`src/dtbi_regs.svh`:
```
/*
 * register map, field positions, encodings and reset values of the
 * dual time base block. assumes byte addresses on a 32-bit bus.
 */
`ifndef DTBI_REGS_SVH
`define DTBI_REGS_SVH
`define DTBI_OFS_TB0   8'h00
`define DTBI_OFS_TB1   8'h04
`define DTBI_OFS_PSC0  8'h08
`define DTBI_OFS_PSC1  8'h0c
`define DTBI_OFS_STAT  8'h10
`define DTBI_OFS_CLR   8'h14
`define DTBI_OFS_IEN   8'h18
`define DTBI_OFS_GCTL  8'h1c
`define DTBI_OFS_SET   8'h20
`define DTBI_BIT_EN    7
`define DTBI_RST_TBC   8'h00
`define DTBI_RST_PSC   2'b00
`define DTBI_SRC_SYS   2'b00
`define DTBI_SRC_DIV4  2'b01
`define DTBI_DIV4_LAST 2'h3
`define DTBI_TOP_MAX   15'h7fff
`define DTBI_RESP_OK   2'b00
`define DTBI_RESP_ERR  2'b10
`endif

```
`src/dtbi_pkg.sv`:
```
/*
 * types shared by the dual time base block.
 * assumes nothing of its surroundings.
 */
package dtbi_pkg;
    // one time base control byte without its empty bits
    typedef struct packed {
        logic       en;
        logic [2:0] sel;
    } dtbi_tbc_t;
    // sticky request flags, same layout in status, clear, set, enable
    typedef struct packed {
        logic       grp;
        logic [1:0] tick;
    } dtbi_flags_t;
endpackage

```
`src/dtbi_top.sv`:
```
/*
 * dual time base generator with request flags, wake-up, group vector
 * request and interrupt enable handling, reached over axi4-lite.
 * assumes sub_tick is a one-cycle pulse per sub clock period, already
 * synchronous to mclk, and that the cpu pulses irq_ack when it takes
 * the vector and ret_interrupt_return_instr/ret_plain when it returns.
 */
// Decided for this implementation: the register addresses and the AXI4-Lite interface to the registers.
`timescale 1ns/100ps
`include "dtbi_regs.svh"

// prescaler plus power-of-two divider for one time base
module dtbi_tbase (
    input  wire logic              mclk,     // system clock
    input  wire logic              reset,    // async, active high
    input  wire dtbi_pkg::dtbi_tbc_t ctl,    // enable and period select
    input  wire logic [1:0]        src,      // prescaler source select
    input  wire logic              div4,     // one pulse per 4 clocks
    input  wire logic              sub_tick, // sub clock pulse
    output logic                   ovf       // period overflow pulse
);
    import dtbi_pkg::*;
    logic [14:0] cnt_ff;
    logic [14:0] top;
    logic        pt;

    // prescaled clock as an enable pulse; 1x means sub clock
    always_comb begin
        case (src)
            `DTBI_SRC_SYS:  pt = 1'b1;
            `DTBI_SRC_DIV4: pt = div4;
            default:        pt = sub_tick;
        endcase
    end

    // last count is 2^(8+sel)-1
    assign top = `DTBI_TOP_MAX >> (3'd7 - ctl.sel);
    // >= so a shorter period picked mid-count still wraps at once
    assign ovf = ctl.en & pt & (cnt_ff >= top);

    // divider held at zero while off, restarts from zero
    always_ff @(posedge mclk or posedge reset) begin
        if (reset) begin
            cnt_ff <= 15'h0000;
        end else if (!ctl.en) begin
            cnt_ff <= 15'h0000;
        end else if (pt) begin
            cnt_ff <= (cnt_ff >= top) ? 15'h0000 : cnt_ff + 15'h0001;
        end
    end

    hold_clear_a: assert property (@(posedge mclk) disable iff (reset)
        !ctl.en |-> !ovf ##1 cnt_ff == 15'h0000)
        else $error("disabled divider counted or overflowed");
    period_end_a: assert property (@(posedge mclk) disable iff (reset)
        ovf |-> ({1'b0, cnt_ff} >= ((16'h0001 << (4'd8 + ctl.sel)) - 16'h0001)) && pt)
        else $error("overflow before period end");
    sys_src_a: assert property (@(posedge mclk) disable iff (reset)
        (ctl.en && src == 2'b00 && cnt_ff < top) ##1 ctl.en
        |-> cnt_ff == $past(cnt_ff) + 15'h0001)
        else $error("system clock source did not count every cycle");
endmodule

// Behaviour
// - control zero bit 7 enables first time base
// - period select gives 2^(8+sel) prescaled cycles
// - control one bit 7 enables second time base
// - second period select gives 2^(8+sel) cycles
// - bits 6 to 3 read as zero
// - flag rising edge generates wake-up
// - wake-up ignores all enable bits
// - flags stay set until serviced or cleared
// - vector entry clears group flag only
// - entry pushes program counter only
// - interrupt return sets global enable, plain not
// - prescaler source: system, system/4, sub clock
// - overflow sets flag; vector needs global, group and that time base's enable
module dtbi_top #(
    parameter int AW = 8 // axi address width, at least 8
) (
    input  wire logic          mclk,          // 20 MHz system clock
    input  wire logic          reset,         // async, active high
    input  wire logic          sub_tick,      // sub clock pulse
    input  wire logic          irq_ack,       // cpu takes the vector
    input  wire logic          ret_interrupt_return_instr,      // interrupt return done
    input  wire logic          ret_plain,     // plain return done
    input  wire logic [AW-1:0] s_axi_awaddr,  // write address
    input  wire logic          s_axi_awvalid, // write address valid
    output logic               awready_ff,    // write address ready
    input  wire logic [31:0]   s_axi_wdata,   // write data
    input  wire logic [3:0]    s_axi_wstrb,   // write strobes
    input  wire logic          s_axi_wvalid,  // write data valid
    output logic               wready_ff,     // write data ready
    output logic [1:0]         bresp_ff,      // write response
    output logic               bvalid_ff,     // write response valid
    input  wire logic          s_axi_bready,  // response ready
    input  wire logic [AW-1:0] s_axi_araddr,  // read address
    input  wire logic          s_axi_arvalid, // read address valid
    output logic               arready_ff,    // read address ready
    output logic [31:0]        rdata_ff,      // read data
    output logic [1:0]         rresp_ff,      // read response
    output logic               rvalid_ff,     // read data valid
    input  wire logic          s_axi_rready,  // read data ready
    output logic               irq_ff,        // enabled flag pending
    output logic               vec_req_ff,    // group vector request
    output logic               push_pc_ff,    // push only the pc
    output logic               wake_ff,       // wake-up pulse
    output logic               gie_ff         // global irq enable
);
    import dtbi_pkg::*;
    dtbi_tbc_t   tbc_ff [2];
    logic [1:0]  psc_ff [2];
    dtbi_flags_t flag_ff, ien_ff, nxt_flag, clr, setw;
    logic [1:0]  ovf, div_ff;
    logic [AW-1:0] awaddr_ff;
    logic [31:0] wdata_ff;
    logic        wstrb0_ff, aw_have_ff, w_have_ff;
    logic        nxt_aw_have, nxt_w_have, nxt_bvalid, nxt_rvalid;
    logic        wr_go, wr_hit, rd_go, rd_hit;
    logic [7:0]  wa, ra, wd;
    logic [7:0]  rd_byte;

    // shared system/4 prescaler
    always_ff @(posedge mclk or posedge reset) begin
        if (reset) begin
            div_ff <= 2'h0;
        end else begin
            div_ff <= div_ff + 2'h1;
        end
    end

    // two identical time bases
    for (genvar i = 0; i < 2; i++) begin : g_tb
        dtbi_tbase u_tb (
            .mclk     (mclk),
            .reset    (reset),
            .ctl      (tbc_ff[i]), // enable off holds divider at zero
            .src      (psc_ff[i]),
            .div4     (div_ff == `DTBI_DIV4_LAST),
            .sub_tick (sub_tick),
            .ovf      (ovf[i])
        );
    end

    // write channel bookkeeping, one write in flight
    assign wr_go       = aw_have_ff & w_have_ff & ~bvalid_ff;
    assign nxt_aw_have = (aw_have_ff | (s_axi_awvalid & awready_ff)) & ~wr_go;
    assign nxt_w_have  = (w_have_ff | (s_axi_wvalid & wready_ff)) & ~wr_go;
    assign nxt_bvalid  = wr_go | (bvalid_ff & ~s_axi_bready);
    assign wa          = awaddr_ff[7:0];
    assign wd          = wdata_ff[7:0];
    // only byte lane 0 carries register bits
    assign wr_hit      = wr_go & wstrb0_ff;

    always_ff @(posedge mclk or posedge reset) begin
        if (reset) begin
            aw_have_ff <= 1'b0;
            w_have_ff  <= 1'b0;
            awready_ff <= 1'b0;
            wready_ff  <= 1'b0;
            bvalid_ff  <= 1'b0;
            bresp_ff   <= `DTBI_RESP_OK;
            awaddr_ff  <= '0;
            wdata_ff   <= 32'h0000_0000;
            wstrb0_ff  <= 1'b0;
        end else begin
            aw_have_ff <= nxt_aw_have;
            w_have_ff  <= nxt_w_have;
            awready_ff <= ~nxt_aw_have & ~nxt_bvalid;
            wready_ff  <= ~nxt_w_have & ~nxt_bvalid;
            bvalid_ff  <= nxt_bvalid;
            if (s_axi_awvalid && awready_ff) begin
                awaddr_ff <= s_axi_awaddr;
            end
            if (s_axi_wvalid && wready_ff) begin
                wdata_ff  <= s_axi_wdata;
                wstrb0_ff <= s_axi_wstrb[0];
            end
            if (wr_go) begin
                bresp_ff <= (wa <= `DTBI_OFS_SET && wa[1:0] == 2'b00)
                            ? `DTBI_RESP_OK : `DTBI_RESP_ERR;
            end
        end
    end

    // control registers written by software
    always_ff @(posedge mclk or posedge reset) begin
        if (reset) begin
            tbc_ff[0] <= dtbi_tbc_t'(4'h0);
            tbc_ff[1] <= dtbi_tbc_t'(4'h0);
            psc_ff[0] <= `DTBI_RST_PSC;
            psc_ff[1] <= `DTBI_RST_PSC;
            ien_ff    <= dtbi_flags_t'(3'h0);
        end else if (wr_hit) begin
            case (wa)
                `DTBI_OFS_TB0:  tbc_ff[0] <= {wd[`DTBI_BIT_EN], wd[2:0]};
                `DTBI_OFS_TB1:  tbc_ff[1] <= {wd[`DTBI_BIT_EN], wd[2:0]};
                `DTBI_OFS_PSC0: psc_ff[0] <= wd[1:0];
                `DTBI_OFS_PSC1: psc_ff[1] <= wd[1:0];
                `DTBI_OFS_IEN:  ien_ff    <= dtbi_flags_t'(wd[2:0]);
                default:        ;
            endcase
        end
    end

    // write-only clear and set strobes for the flags
    assign clr  = dtbi_flags_t'((wr_hit && wa == `DTBI_OFS_CLR) ? wd[2:0] : 3'h0);
    assign setw = dtbi_flags_t'((wr_hit && wa == `DTBI_OFS_SET) ? wd[2:0] : 3'h0);

    // hardware set beats any clear in the same cycle
    always_comb begin
        nxt_flag.tick = (flag_ff.tick & ~clr.tick) | setw.tick | ovf;
        nxt_flag.grp  = (flag_ff.grp & ~clr.grp & ~irq_ack)
                      | setw.grp | (|(ovf & ien_ff.tick));
    end

    // flags, wake-up and interrupt outputs
    always_ff @(posedge mclk or posedge reset) begin
        if (reset) begin
            flag_ff    <= dtbi_flags_t'(3'h0);
            wake_ff    <= 1'b0;
            irq_ff     <= 1'b0;
            vec_req_ff <= 1'b0;
            push_pc_ff <= 1'b0;
        end else begin
            flag_ff    <= nxt_flag;
            // any rising flag wakes, enables play no part
            wake_ff    <= |(nxt_flag & ~flag_ff);
            irq_ff     <= |(nxt_flag & ien_ff);
            // vector needs global, group enable and group flag
            vec_req_ff <= gie_ff & ~irq_ack & ien_ff.grp & nxt_flag.grp;
            // entry saves the program counter and nothing else
            push_pc_ff <= irq_ack & vec_req_ff;
        end
    end

    // global enable: entry clears, interrupt_return_instr sets, plain return leaves it
    always_ff @(posedge mclk or posedge reset) begin
        if (reset) begin
            gie_ff <= 1'b0;
        end else if (irq_ack) begin
            gie_ff <= 1'b0;
        end else if (ret_interrupt_return_instr) begin
            gie_ff <= 1'b1;
        end else if (wr_hit && wa == `DTBI_OFS_GCTL) begin
            gie_ff <= wd[0];
        end
    end

    // read channel, answer one cycle after the address is taken
    assign rd_go      = s_axi_arvalid & arready_ff;
    assign nxt_rvalid = rd_go | (rvalid_ff & ~s_axi_rready);
    assign ra         = s_axi_araddr[7:0];

    always_comb begin
        rd_hit = 1'b1;
        case (ra)
            `DTBI_OFS_TB0:  rd_byte = {tbc_ff[0].en, 4'h0, tbc_ff[0].sel};
            `DTBI_OFS_TB1:  rd_byte = {tbc_ff[1].en, 4'h0, tbc_ff[1].sel};
            `DTBI_OFS_PSC0: rd_byte = {6'h00, psc_ff[0]};
            `DTBI_OFS_PSC1: rd_byte = {6'h00, psc_ff[1]};
            `DTBI_OFS_STAT: rd_byte = {5'h00, flag_ff};
            `DTBI_OFS_IEN:  rd_byte = {5'h00, ien_ff};
            `DTBI_OFS_GCTL: rd_byte = {7'h00, gie_ff};
            `DTBI_OFS_CLR:  rd_byte = 8'h00; // write-only
            `DTBI_OFS_SET:  rd_byte = 8'h00; // write-only
            default: begin
                rd_byte = 8'h00;
                rd_hit  = 1'b0;
            end
        endcase
    end

    always_ff @(posedge mclk or posedge reset) begin
        if (reset) begin
            arready_ff <= 1'b0;
            rvalid_ff  <= 1'b0;
            rdata_ff   <= 32'h0000_0000;
            rresp_ff   <= `DTBI_RESP_OK;
        end else begin
            arready_ff <= ~nxt_rvalid;
            rvalid_ff  <= nxt_rvalid;
            if (rd_go) begin
                rdata_ff <= {24'h00_0000, rd_byte};
                rresp_ff <= rd_hit ? `DTBI_RESP_OK : `DTBI_RESP_ERR;
            end
        end
    end

    wake_rise_a: assert property (@(posedge mclk) disable iff (reset)
        (!flag_ff.tick[0] && ovf[0]) |=> wake_ff)
        else $error("rising flag gave no wake-up");
    wake_mask_a: assert property (@(posedge mclk) disable iff (reset)
        (ien_ff == 3'h0 && !gie_ff && !flag_ff.tick[1] && ovf[1]) |=> wake_ff)
        else $error("masked source did not wake");
    flag_hold_a: assert property (@(posedge mclk) disable iff (reset)
        (flag_ff.tick[0] && !clr.tick[0]) |=> flag_ff.tick[0])
        else $error("tick flag dropped without a clear");
    ack_group_a: assert property (@(posedge mclk) disable iff (reset)
        (irq_ack && flag_ff.tick[0] && !clr.tick[0] && !(|(ovf & ien_ff.tick))
         && !setw.grp) |=> !flag_ff.grp && flag_ff.tick[0] && !gie_ff)
        else $error("entry did not clear group flag alone");
    ovf_flag_a: assert property (@(posedge mclk) disable iff (reset)
        ovf[1] |=> flag_ff.tick[1] ##1 !vec_req_ff || gie_ff)
        else $error("overflow lost or vector without global enable");
    interrupt_return_instr_set_a: assert property (@(posedge mclk) disable iff (reset)
        (ret_interrupt_return_instr && !irq_ack) |=> gie_ff)
        else $error("interrupt return left global enable low");
    plain_ret_a: assert property (@(posedge mclk) disable iff (reset)
        (ret_plain && !ret_interrupt_return_instr && !gie_ff && !(wr_hit && wa == `DTBI_OFS_GCTL))
        |=> !gie_ff)
        else $error("plain return raised global enable");
    push_pc_a: assert property (@(posedge mclk) disable iff (reset)
        push_pc_ff |-> $past(irq_ack) && $past(vec_req_ff))
        else $error("pc push without a taken vector");
    rsvd_zero_a: assert property (@(posedge mclk) disable iff (reset)
        (rd_go && (ra == `DTBI_OFS_TB0 || ra == `DTBI_OFS_TB1))
        |=> rvalid_ff && rdata_ff[6:3] == 4'h0)
        else $error("unimplemented control bits read nonzero");
endmodule

```
`config.mk`:
```
export PLATFORM = sky130hd
export DESIGN_NAME = dtbi_top
export DESIGN_NICKNAME = d
export VERILOG_FILES = /design/src/dtbi_pkg.sv /design/src/dtbi_top.sv
export VERILOG_INCLUDE_DIRS = /design/src
export SDC_FILE = /design/constraint.sdc
export NUM_CORES = 1
export LEC_CHECK = 0
export BUFFER_PORTS_ARGS = -buffer_cell sky130_fd_sc_hd__buf_2
export CORE_MARGIN = 1.5
export CORE_UTILIZATION = 40
export DETAILED_ROUTE_END_ITERATION = 12
export GPL_TIMING_DRIVEN = 0
export PLACE_DENSITY_LB_ADDON = 0.15
export REMOVE_ABC_BUFFERS = 1
export SYNTH_ARGS = -nofsm -noshare
export SYNTH_HDL_FRONTEND = slang
export SYNTH_SLANG_ARGS = --single-unit
```
`constraint.sdc`:
```
create_clock -name mclk -period 3.3 [get_ports mclk]
set_input_delay 0.165 -clock mclk [delete_from_list [all_inputs] [get_ports mclk]]
set_output_delay 0.165 -clock mclk [all_outputs]
set_load 0.02 [all_outputs]
```
==> run metrics, run 1 <==
WP data required 3.58 ns; normalized max-slew margin 42.59%; Seq/Total Area, Yosys between 40% and 50%; Port Buf Inserts 46; n_diodes 0; pin count of the biggest net entering global routing 50; final period utilization 86.50%; clock-pin transition on the worst setup and hold timing paths ~0.08 ns; CTS tree yes; area of the multi-input gates roughly 2200 um2; worst stage delay on the critical path 0.69 ns; hpwl dp 6878 um; RSZ-0062 raised after global routing false; # Post-CTS Setup Buffers 0; Die Area about 12000 um2; Netlist Area Pre-Place about 4500 um2; GRT Total Usage between 10% and 20%; global-route wire length before repair 16040 um; Synth async-reset ratio 100.0%; final worst setup slack 0.4454 ns; r2r setup slk ~0.45 ns; worst slew pin tran 0.8545 ns; Initial DRT Pass Iterations 4; synthesized instance count 459; WS Path Type reg -> reg; DRC errors left 0; Leakage between 2 and 2.5 nW; Worst path slowest cell nor2b_2; Num CTS Buffers 9; post-detailed-route wirelength per cell 14.61 um; WHS Path Cells 2; clock skew 0.01103 ns; Post-synth top cells 81 x dfrtp_1, 39 x nand2_1, 38 x o21ai_0; clk sink count a little over 80; ratio of cells with drive above 1 in the final layout 19.22%; status finished, final reports clean; number of fill cells in the layout 1044; core area roughly 11000 um2; Avg Inst Size Synth 9.794 um2; Post-synth EDFFs 0; vias post-DR between 3000 and 4000; Worst Setup End Kind flip-flop; CTS root buffer clkbuf_8; PD cells between 500 and 600 nW/um2; Final Hold Viols 0; Starting Density about 41%; Final Hold Slack 0.03108 ns; register area between 2000 and 2500 um2; post-DR vias/cell roughly 5.3; nets 590; Max Cap Violations 0; wirelength, routed 9567 um; latest clock arrival within the worst-skew pair 0.37 ns; H-tree Lvls 3; Fmax 350.3 MHz; RD Place Congestion between 0.8 and 0.9; synthesis-to-finish area growth 12.00%; DRT antenna net count 0; dpl ws 0.05797 ns; synth warn 0; die height 109.0 um; GRT overflow 0; worst path cell trace nand3_1 > ha_1 > and4_1 > a21boi_0 > a211oi_1 > nor2b_2 > o21ai_0 > a31oi_1; crit path time final 2.855 ns; critical path launch point type flip-flop; initial antenna violation count 0; synth top area cells dfrtp_1 45%, mux2_2 6.0%, buf_4 5.0%, ha_1 4.7%, o21ai_0 4.2%; Final Util 46.24%; post-synthesis register bit count 81; top cell type's share of synthesized area 45.09%; Fin Setup TNS 0 ns; maximum VDD drop roughly 0.44 mV; Die W 109.0 um; Yosys top cell by area dfrtp_1; setup violators final 0; Worst Hold Class in -> reg; Max clock buf depth 2; crit path max fanout 20; Slew Limit Fails 0; number of core rows 38; most numerous cell in the Yosys netlist dfrtp_1; Worst Path Arrival 3.14 ns; Distinct cells, synth 50; Post-synth top flop dfrtp_1; FF-to-FF path depth 8; IO Pins 109; number of global-route vias before repair about 3300; DR iter-0 viols around 200
[where the power goes]
group | switching (mW) | leakage [nW] | internal (mW)
logic | 0.295 | 1.18 | 0.220
clock network | 0.357 | 0.107 | 0.412
registers | 0.167 | 1.08 | 1.14
[sequential cells by signal (all words and copies together), names as in the netlist, 2 cells and up]
name,count
div_ff,2
ien_ff,3
psc_ff,4
flag_ff,3
wdata_ff,4
g_tb.u_tb.cnt_ff,30
rdata_ff,4
awaddr_ff,8
tbc_ff,8
[cells in the final DEF, fill, tap and decap left out, types with 2 or more instances in the layout]
| master | netlist | final |
|---|---|---|
| nor3b_1 | 9 | 9 |
| nand2b_1 | 8 | 8 |
| buf_2 | 3 | 46 |
| a22o_1 | 5 | 5 |
| clkbuf_8 | 0 | 12 |
| o21ba_2 | 2 | 2 |
| mux2i_1 | 6 | 6 |
| a21o_1 | 10 | 10 |
| nand4_1 | 5 | 5 |
| o21ai_0 | 38 | 38 |
| or3_1 | 9 | 9 |
| o31ai_1 | 3 | 3 |
| a211oi_1 | 3 | 3 |
| clkbuf_1 | 7 | 2 |
| nand3_1 | 16 | 16 |
| and2_1 | 4 | 4 |
| mux2_2 | 24 | 24 |
| or4_1 | 2 | 2 |
| nor3_1 | 11 | 11 |
| inv_1 | 23 | 22 |
| and3_1 | 10 | 10 |
| or2_2 | 5 | 5 |
| a21oi_1 | 27 | 27 |
| a221o_1 | 4 | 4 |
| nor2b_1 | 4 | 3 |
| ha_1 | 17 | 17 |
| a41oi_1 | 3 | 3 |
| dfrtp_1 | 81 | 81 |
| nand2_1 | 39 | 39 |
| conb_1 | 1 | 30 |
| dlygate4sd3_1 | 0 | 6 |
| nor4_1 | 2 | 2 |
| and4_1 | 3 | 3 |
| a31oi_1 | 12 | 12 |
| nor2_1 | 15 | 15 |
| a32oi_1 | 2 | 2 |
| nor4_4 | 2 | 2 |
[repair_timing]
| item | CTS | global route |
|---|---|---|
| gates resized for setup | 0 | 1 |
| endpoints found under the setup margin | 0 | 13 |
| endpoints found under the hold margin | 36 | 0 |
| hold buffers | 6 | 0 |
[worst max-delay path, delay by kind of cell (launching register included)]
kind	cells	cell delay [ns]
compound gates	4	0.88
fa+ha+maj	1	0.33
flops	1	0.51
simple gates	3	1.05
[per-stage QoR]
step,instances,instance area [um2],power [mW]
2_1_floorplan,446,4329,1.658
3_3_place_gp,632,4735,1.815
3_5_place_dp,633,4765,1.837
4_1_cts,655,5032,2.625
5_1_grt,655,5035,2.752
6_report,655,5035,2.586
[layout make-up]
type / count / area share [%]
Clock inverter: 2 / 0.6958
Clock buffer: 14 / 3.429
Inverter: 23 / 1.764
Multi-Input combinational cell: 342 / 44.06
Tap cell: 140 / 3.479
Sequential cell: 81 / 40.26
Timing Repair Buffer: 53 / 6.312
[routing by layer]
layer | vias up | wire length (um) | track usage [%] | share of wire [%]
met3 | 9 | 427 | 5.798 | 4.5
li1 | 1704 | - | - | -
met4 | 0 | 126 | 5.263 | 1.3
met1 | 1651 | 4697 | 24.72 | 49
met2 | 87 | 4316 | 25.80 | 45
met5 | - | 0 | 0 | 0
[path summary, 6_finish.rpt]
check / from / endpoint
hold / removal: s_axi_awaddr[0] / awaddr_ff[0]$_DFFE_PP0P_
max in group asynchronous: reset / wdata_ff[2]$_DFFE_PP0P_
setup / recovery: tbc_ff[6]$_DFFE_PP0P_ / g_tb[0].u_tb.cnt_ff[7]$_DFFE_PP0P_
min in group asynchronous: reset / tbc_ff[1]$_DFFE_PP0P_
hold reg to reg: div_ff[0]$_DFF_PP0_ / div_ff[0]$_DFF_PP0_
setup reg to reg: tbc_ff[6]$_DFFE_PP0P_ / g_tb[0].u_tb.cnt_ff[7]$_DFFE_PP0P_
[cell families (layout without fill, tap and decap cells)]
group,after synthesis,after routing,share of synthesized area (%)
buf+inv,65,92,8.043
flops,81,81,45.09
mux,30,30,7.348
fa+ha+maj,17,17,4.731
compound gates,117,117,16.37
simple gates,148,148,18.34
other cells,1,30,0.08342
Power figures use the tool's default switching activity.
==> inputs of run 2 (changes only) <==
ABC_AREA = 1   (was not set)
BUFFER_PORTS_ARGS = -buffer_cell sky130_fd_sc_hd__buf_4   (was -buffer_cell sky130_fd_sc_hd__buf_2)
CORE_UTILIZATION = 54   (was 40)
==> run 2 against run 1 <==
Design area rose by 4.4%. Sequential share of layout area fell by 1.7 points. Critical path depth rose by 1. Clock skew fell by 0.00073 ns. Global-route usage rose by 4.3 points. Worst hold slack got worse by 0.022 ns. Combinational power rose by 32%. Fmax rose by 30%. Register-to-register slack improved by 0.67 ns. Final cell count rose by 14%.
==> run metrics, run 2 <==
status finished, final reports clean (unchanged); Worst Path Arrival 2.46 ns (was 3.14 ns); dpl ws 1.098 ns (was 0.05797 ns); Post-Synth XOR/XNOR Area 2.278% (was 0%); DR top layer met4 (unchanged); Synth Area in Compound Gates 11.72% (was 16.37%); crit path time final 2.189 ns (was 2.855 ns); met3 wire len 491 um (was 427 um); post-detailed-route wirelength per cell 12.65 um (was 14.61 um); Gate power share 24.0% (was 19.9%); met2 wire length 4372 um (was 4316 um); number of global-route vias before repair 3452 (was 3275); Largest Register g_tb.u_tb.cnt_ff (unchanged); mux share of post-synthesis cell area 0.4340% (was 7.348%); core area 8258 um2 (was 10890 um2); DRC errors left 0 (unchanged); adder-cell share of the synthesized area 4.611% (was 4.731%); Post-synth EDFFs 0 (unchanged); setup violators final 0 (unchanged); number of flip-flops in the largest register 30 (unchanged); clk sink count 81 (unchanged); wirelength, routed 9410 um (was 9567 um); number of core rows 33 (was 38); global-route wire length before repair 15550 um (was 16040 um); synthesis-to-finish area growth 13.91% (was 12.00%); most common cell after layout, fill and taps aside nand2_1 (was dfrtp_1); ratio of cells with drive above 1 in the final layout 15.81% (was 19.22%); RSZ-0062 raised after global routing false (unchanged); worst path cell trace a21oi_1 > ha_1 > a21oi_1 > nand2_1 > a21oi_1 > nand3_2 > nor2_2 > inv_2 > o21ai_0 (was nand3_1 > ha_1 > and4_1 > a21boi_0 > a211oi_1 > nor2b_2 > o21ai_0 > a31oi_1); initial antenna violation count 0 (unchanged); Final Hold Viols 0 (unchanged); IO Pins 109 (unchanged); post-synthesis register bit count 81 (unchanged); Leakage 2.554 nW (was 2.358 nW); die height 95.43 um (was 109.0 um); Die W 95.43 um (was 109.0 um); Internal Power 1.883 mW (was 1.767 mW); DR iter-0 viols 136 (was 204); WP data required 3.57 ns (was 3.58 ns); Slew Limit Fails 0 (unchanged); n_diodes 0 (unchanged); simple-gate portion of the synthesized area 25.36% (was 18.34%); GRT overflow 0 (unchanged); RD Place Congestion 0.8787 (was 0.8161); Largest regs g_tb.u_tb.cnt_ff (30), awaddr_ff (8), tbc_ff (8) (unchanged); Post-synth top flop dfrtp_1 (unchanged); Synth async-reset ratio 100.0% (unchanged); synthesized instance count 579 (was 459); top cell type's share of synthesized area 43.94% (was 45.09%); PD cells 541.1 nW/um2 (was 513.7 nW/um2); Num CTS Buffers 9 (unchanged); worst stage delay on the critical path 0.47 ns (was 0.69 ns); Post-Route M1 WL 4411 um (was 4697 um); crit path max fanout 8 (was 20); nets 714 (was 590); H-tree Lvls 3 (unchanged); Die Area 9106 um2 (was 11880 um2); critical path launch point type flip-flop (unchanged); power share of the clock group 31.1% (was 29.7%); Starting Density 55.86% (was 41.29%); GRT Total Usage 21.94% (was 17.65%); Fmax 456.8 MHz (was 350.3 MHz); maximum VDD drop 0.4787 mV (was 0.4426 mV); Post-synth top cells 141 x nand2_1, 81 x dfrtp_1, 69 x inv_1 (was 81 x dfrtp_1, 39 x nand2_1, 38 x o21ai_0); Worst Setup End Kind flip-flop (unchanged); Netlist Area Pre-Place 4613 um2 (was 4496 um2); Distinct cells, synth 38 (was 50); clock skew 0.01030 ns (was 0.01103 ns); Yosys top cell by area dfrtp_1 (unchanged); WS Path Type reg -> reg (unchanged); normalized max-slew margin 64.91% (was 42.59%); CTS root buffer clkbuf_8 (unchanged); post-DR vias/cell 5.136 (was 5.269); worst slew pin tran 0.5263 ns (was 0.8545 ns); clock-pin transition on the worst setup and hold timing paths 0.09 ns (was 0.08 ns); Port Buf Inserts 46 (unchanged); Seq/Total Area, Yosys 43.94% (was 45.09%); Design Area, Final 5255 um2 (was 5035 um2); synth top area cells dfrtp_1 44%, nand2_1 11%, o21ai_0 5.6%, inv_1 5.6%, buf_4 4.9% (was dfrtp_1 45%, mux2_2 6.0%, buf_4 5.0%, ha_1 4.7%, o21ai_0 4.2%); final period utilization 66.34% (was 86.50%); most frequent cells in the layout 141 x nand2_1, 81 x dfrtp_1, 68 x inv_1, 52 x o21ai_0, 46 x buf_4 (was 81 x dfrtp_1, 46 x buf_2, 39 x nand2_1, 38 x o21ai_0, 30 x conb_1); Max Cap Violations 0 (unchanged); most numerous cell in the Yosys netlist nand2_1 (was dfrtp_1); DRT antenna net count 0 (unchanged); Max clock buf depth 2 (unchanged); Switching Share 33.78% (was 31.68%); Initial DRT Pass Iterations 5 (was 4); Worst Hold Class in -> reg (unchanged); hpwl dp 7011 um (was 6878 um); latest clock arrival within the worst-skew pair 0.35 ns (was 0.37 ns); Area after DPL 4972 um2 (was 4765 um2); Fin Setup TNS 0 ns (unchanged); Worst path slowest cell dfrtp_1 (was nor2b_2); most used cell, CP a21oi_1; sw power 0.9606 mW (was 0.8193 mW); Flop pwr share 45.0% (was 50.4%); final worst setup slack 1.111 ns (was 0.4454 ns); Tot Pwr 2.844 mW (was 2.586 mW); combinational family with the most area after synthesis simple AND/OR/NAND/NOR gates (unchanged); Avg Inst Size Synth 7.967 um2 (was 9.794 um2); CTS tree yes (unchanged); synth warn 0 (unchanged); vias post-DR 3821 (was 3451); # Post-CTS Setup Buffers 0 (unchanged); pin count of the biggest net entering global routing 42 (was 50)
## run 2: cell types whose count changed after synthesis, sizes merged, moves of 11 or more
cell,change
nand3,+21
o22ai,+11
nor2,+28
inv,+52
o21ai,+18
mux2,-24
nand2,+114
## run 2: cell families (layout without fill, tap and decap cells)
group	Yosys count	in the layout
buffers and inverters	112	143
adders and majority gates	17	17
muxes	2	2
other	1	30
xor gates and xnor gates	12	12
and+or+nand+nor	258	258
DFF	81	81
AOI/OAI and AO/OA	96	96
## run 2: worst max-delay path, delay by kind of cell (launching register included)
| kind | cells | cell delay [ns] |
|---|---|---|
| AOI/OAI and AO/OA | 4 | 0.68 |
| and+or+nand+nor | 3 | 0.53 |
| buffers and inverters | 1 | 0.13 |
| DFF | 1 | 0.47 |
| adders and majority gates | 1 | 0.28 |
## run 2: worst paths after layout
kind	startpoint	endpoint	slack, ns	depth (start not counted)
min in group asynchronous	reset	g_tb[0].u_tb.cnt_ff[14]$_DFFE_PP0P_	0.41	3
max in group asynchronous	reset	flag_ff[2]$_DFF_PP0_	2.29	4
worst min-delay path	s_axi_awaddr[3]	awaddr_ff[3]$_DFFE_PP0P_	0.009	3
worst min register to register	div_ff[0]$_DFF_PP0_	div_ff[0]$_DFF_PP0_	0.42	1
worst max-delay path	tbc_ff[1]$_DFFE_PP0P_	g_tb[1].u_tb.cnt_ff[2]$_DFFE_PP0P_	1.11	9
worst max register to register	tbc_ff[1]$_DFFE_PP0P_	g_tb[1].u_tb.cnt_ff[2]$_DFFE_PP0P_	1.11	9
## run 2: final cells by class
type | count | area [um2]
fillers | 747 | 3003
multi-input cells | 415 | 2161
flip-flops and latches | 81 | 2027
repair buffers | 51 | 405.4
inverters | 76 | 287.8
well taps | 105 | 131.4
clock buffers | 10 | 127.6
clock inverters | 6 | 115.1
## run 2: per-layer routing
metal | GRT usage (%) | vias to the layer above
li1 | - | 1938
met1 | 28.91 | 1754
met2 | 37.06 | 116
met3 | 3.429 | 13
met4 | 6.863 | 0
met5 | 0 | -
## run 2: per-stage QoR
stage          std cells  utilization (%)  hold slack (ns)
4_1_cts              744            63.64         0.009983
2_1_floorplan        572                -           0.2314
5_1_grt              744            63.64          0.01548
3_3_place_gp         723            59.94           0.3596
6_report             744            63.64         0.009081
3_5_place_dp         724            60.21           0.2517
## run 2: power groups by stage
| stage | clock, mW | combinational (mW) | sequential [mW] |
|---|---|---|---|
| floorplan | 0 | 0.441 | 1.30 |
| detailed placement | 0 | 0.680 | 1.30 |
| global route | 0.928 | 0.777 | 1.30 |
| CTS | 0.897 | 0.689 | 1.28 |
| global placement | 0 | 0.657 | 1.29 |
| finish | 0.883 | 0.681 | 1.28 |
## run 2: repair_timing
| item | in CTS | in global routing |
|---|---|---|
| resized for setup | 0 | 0 |
| endpoints found under the hold margin | 43 | 0 |
| setup endpoints to repair | 0 | 0 |
| hold buffers | 4 | 0 |
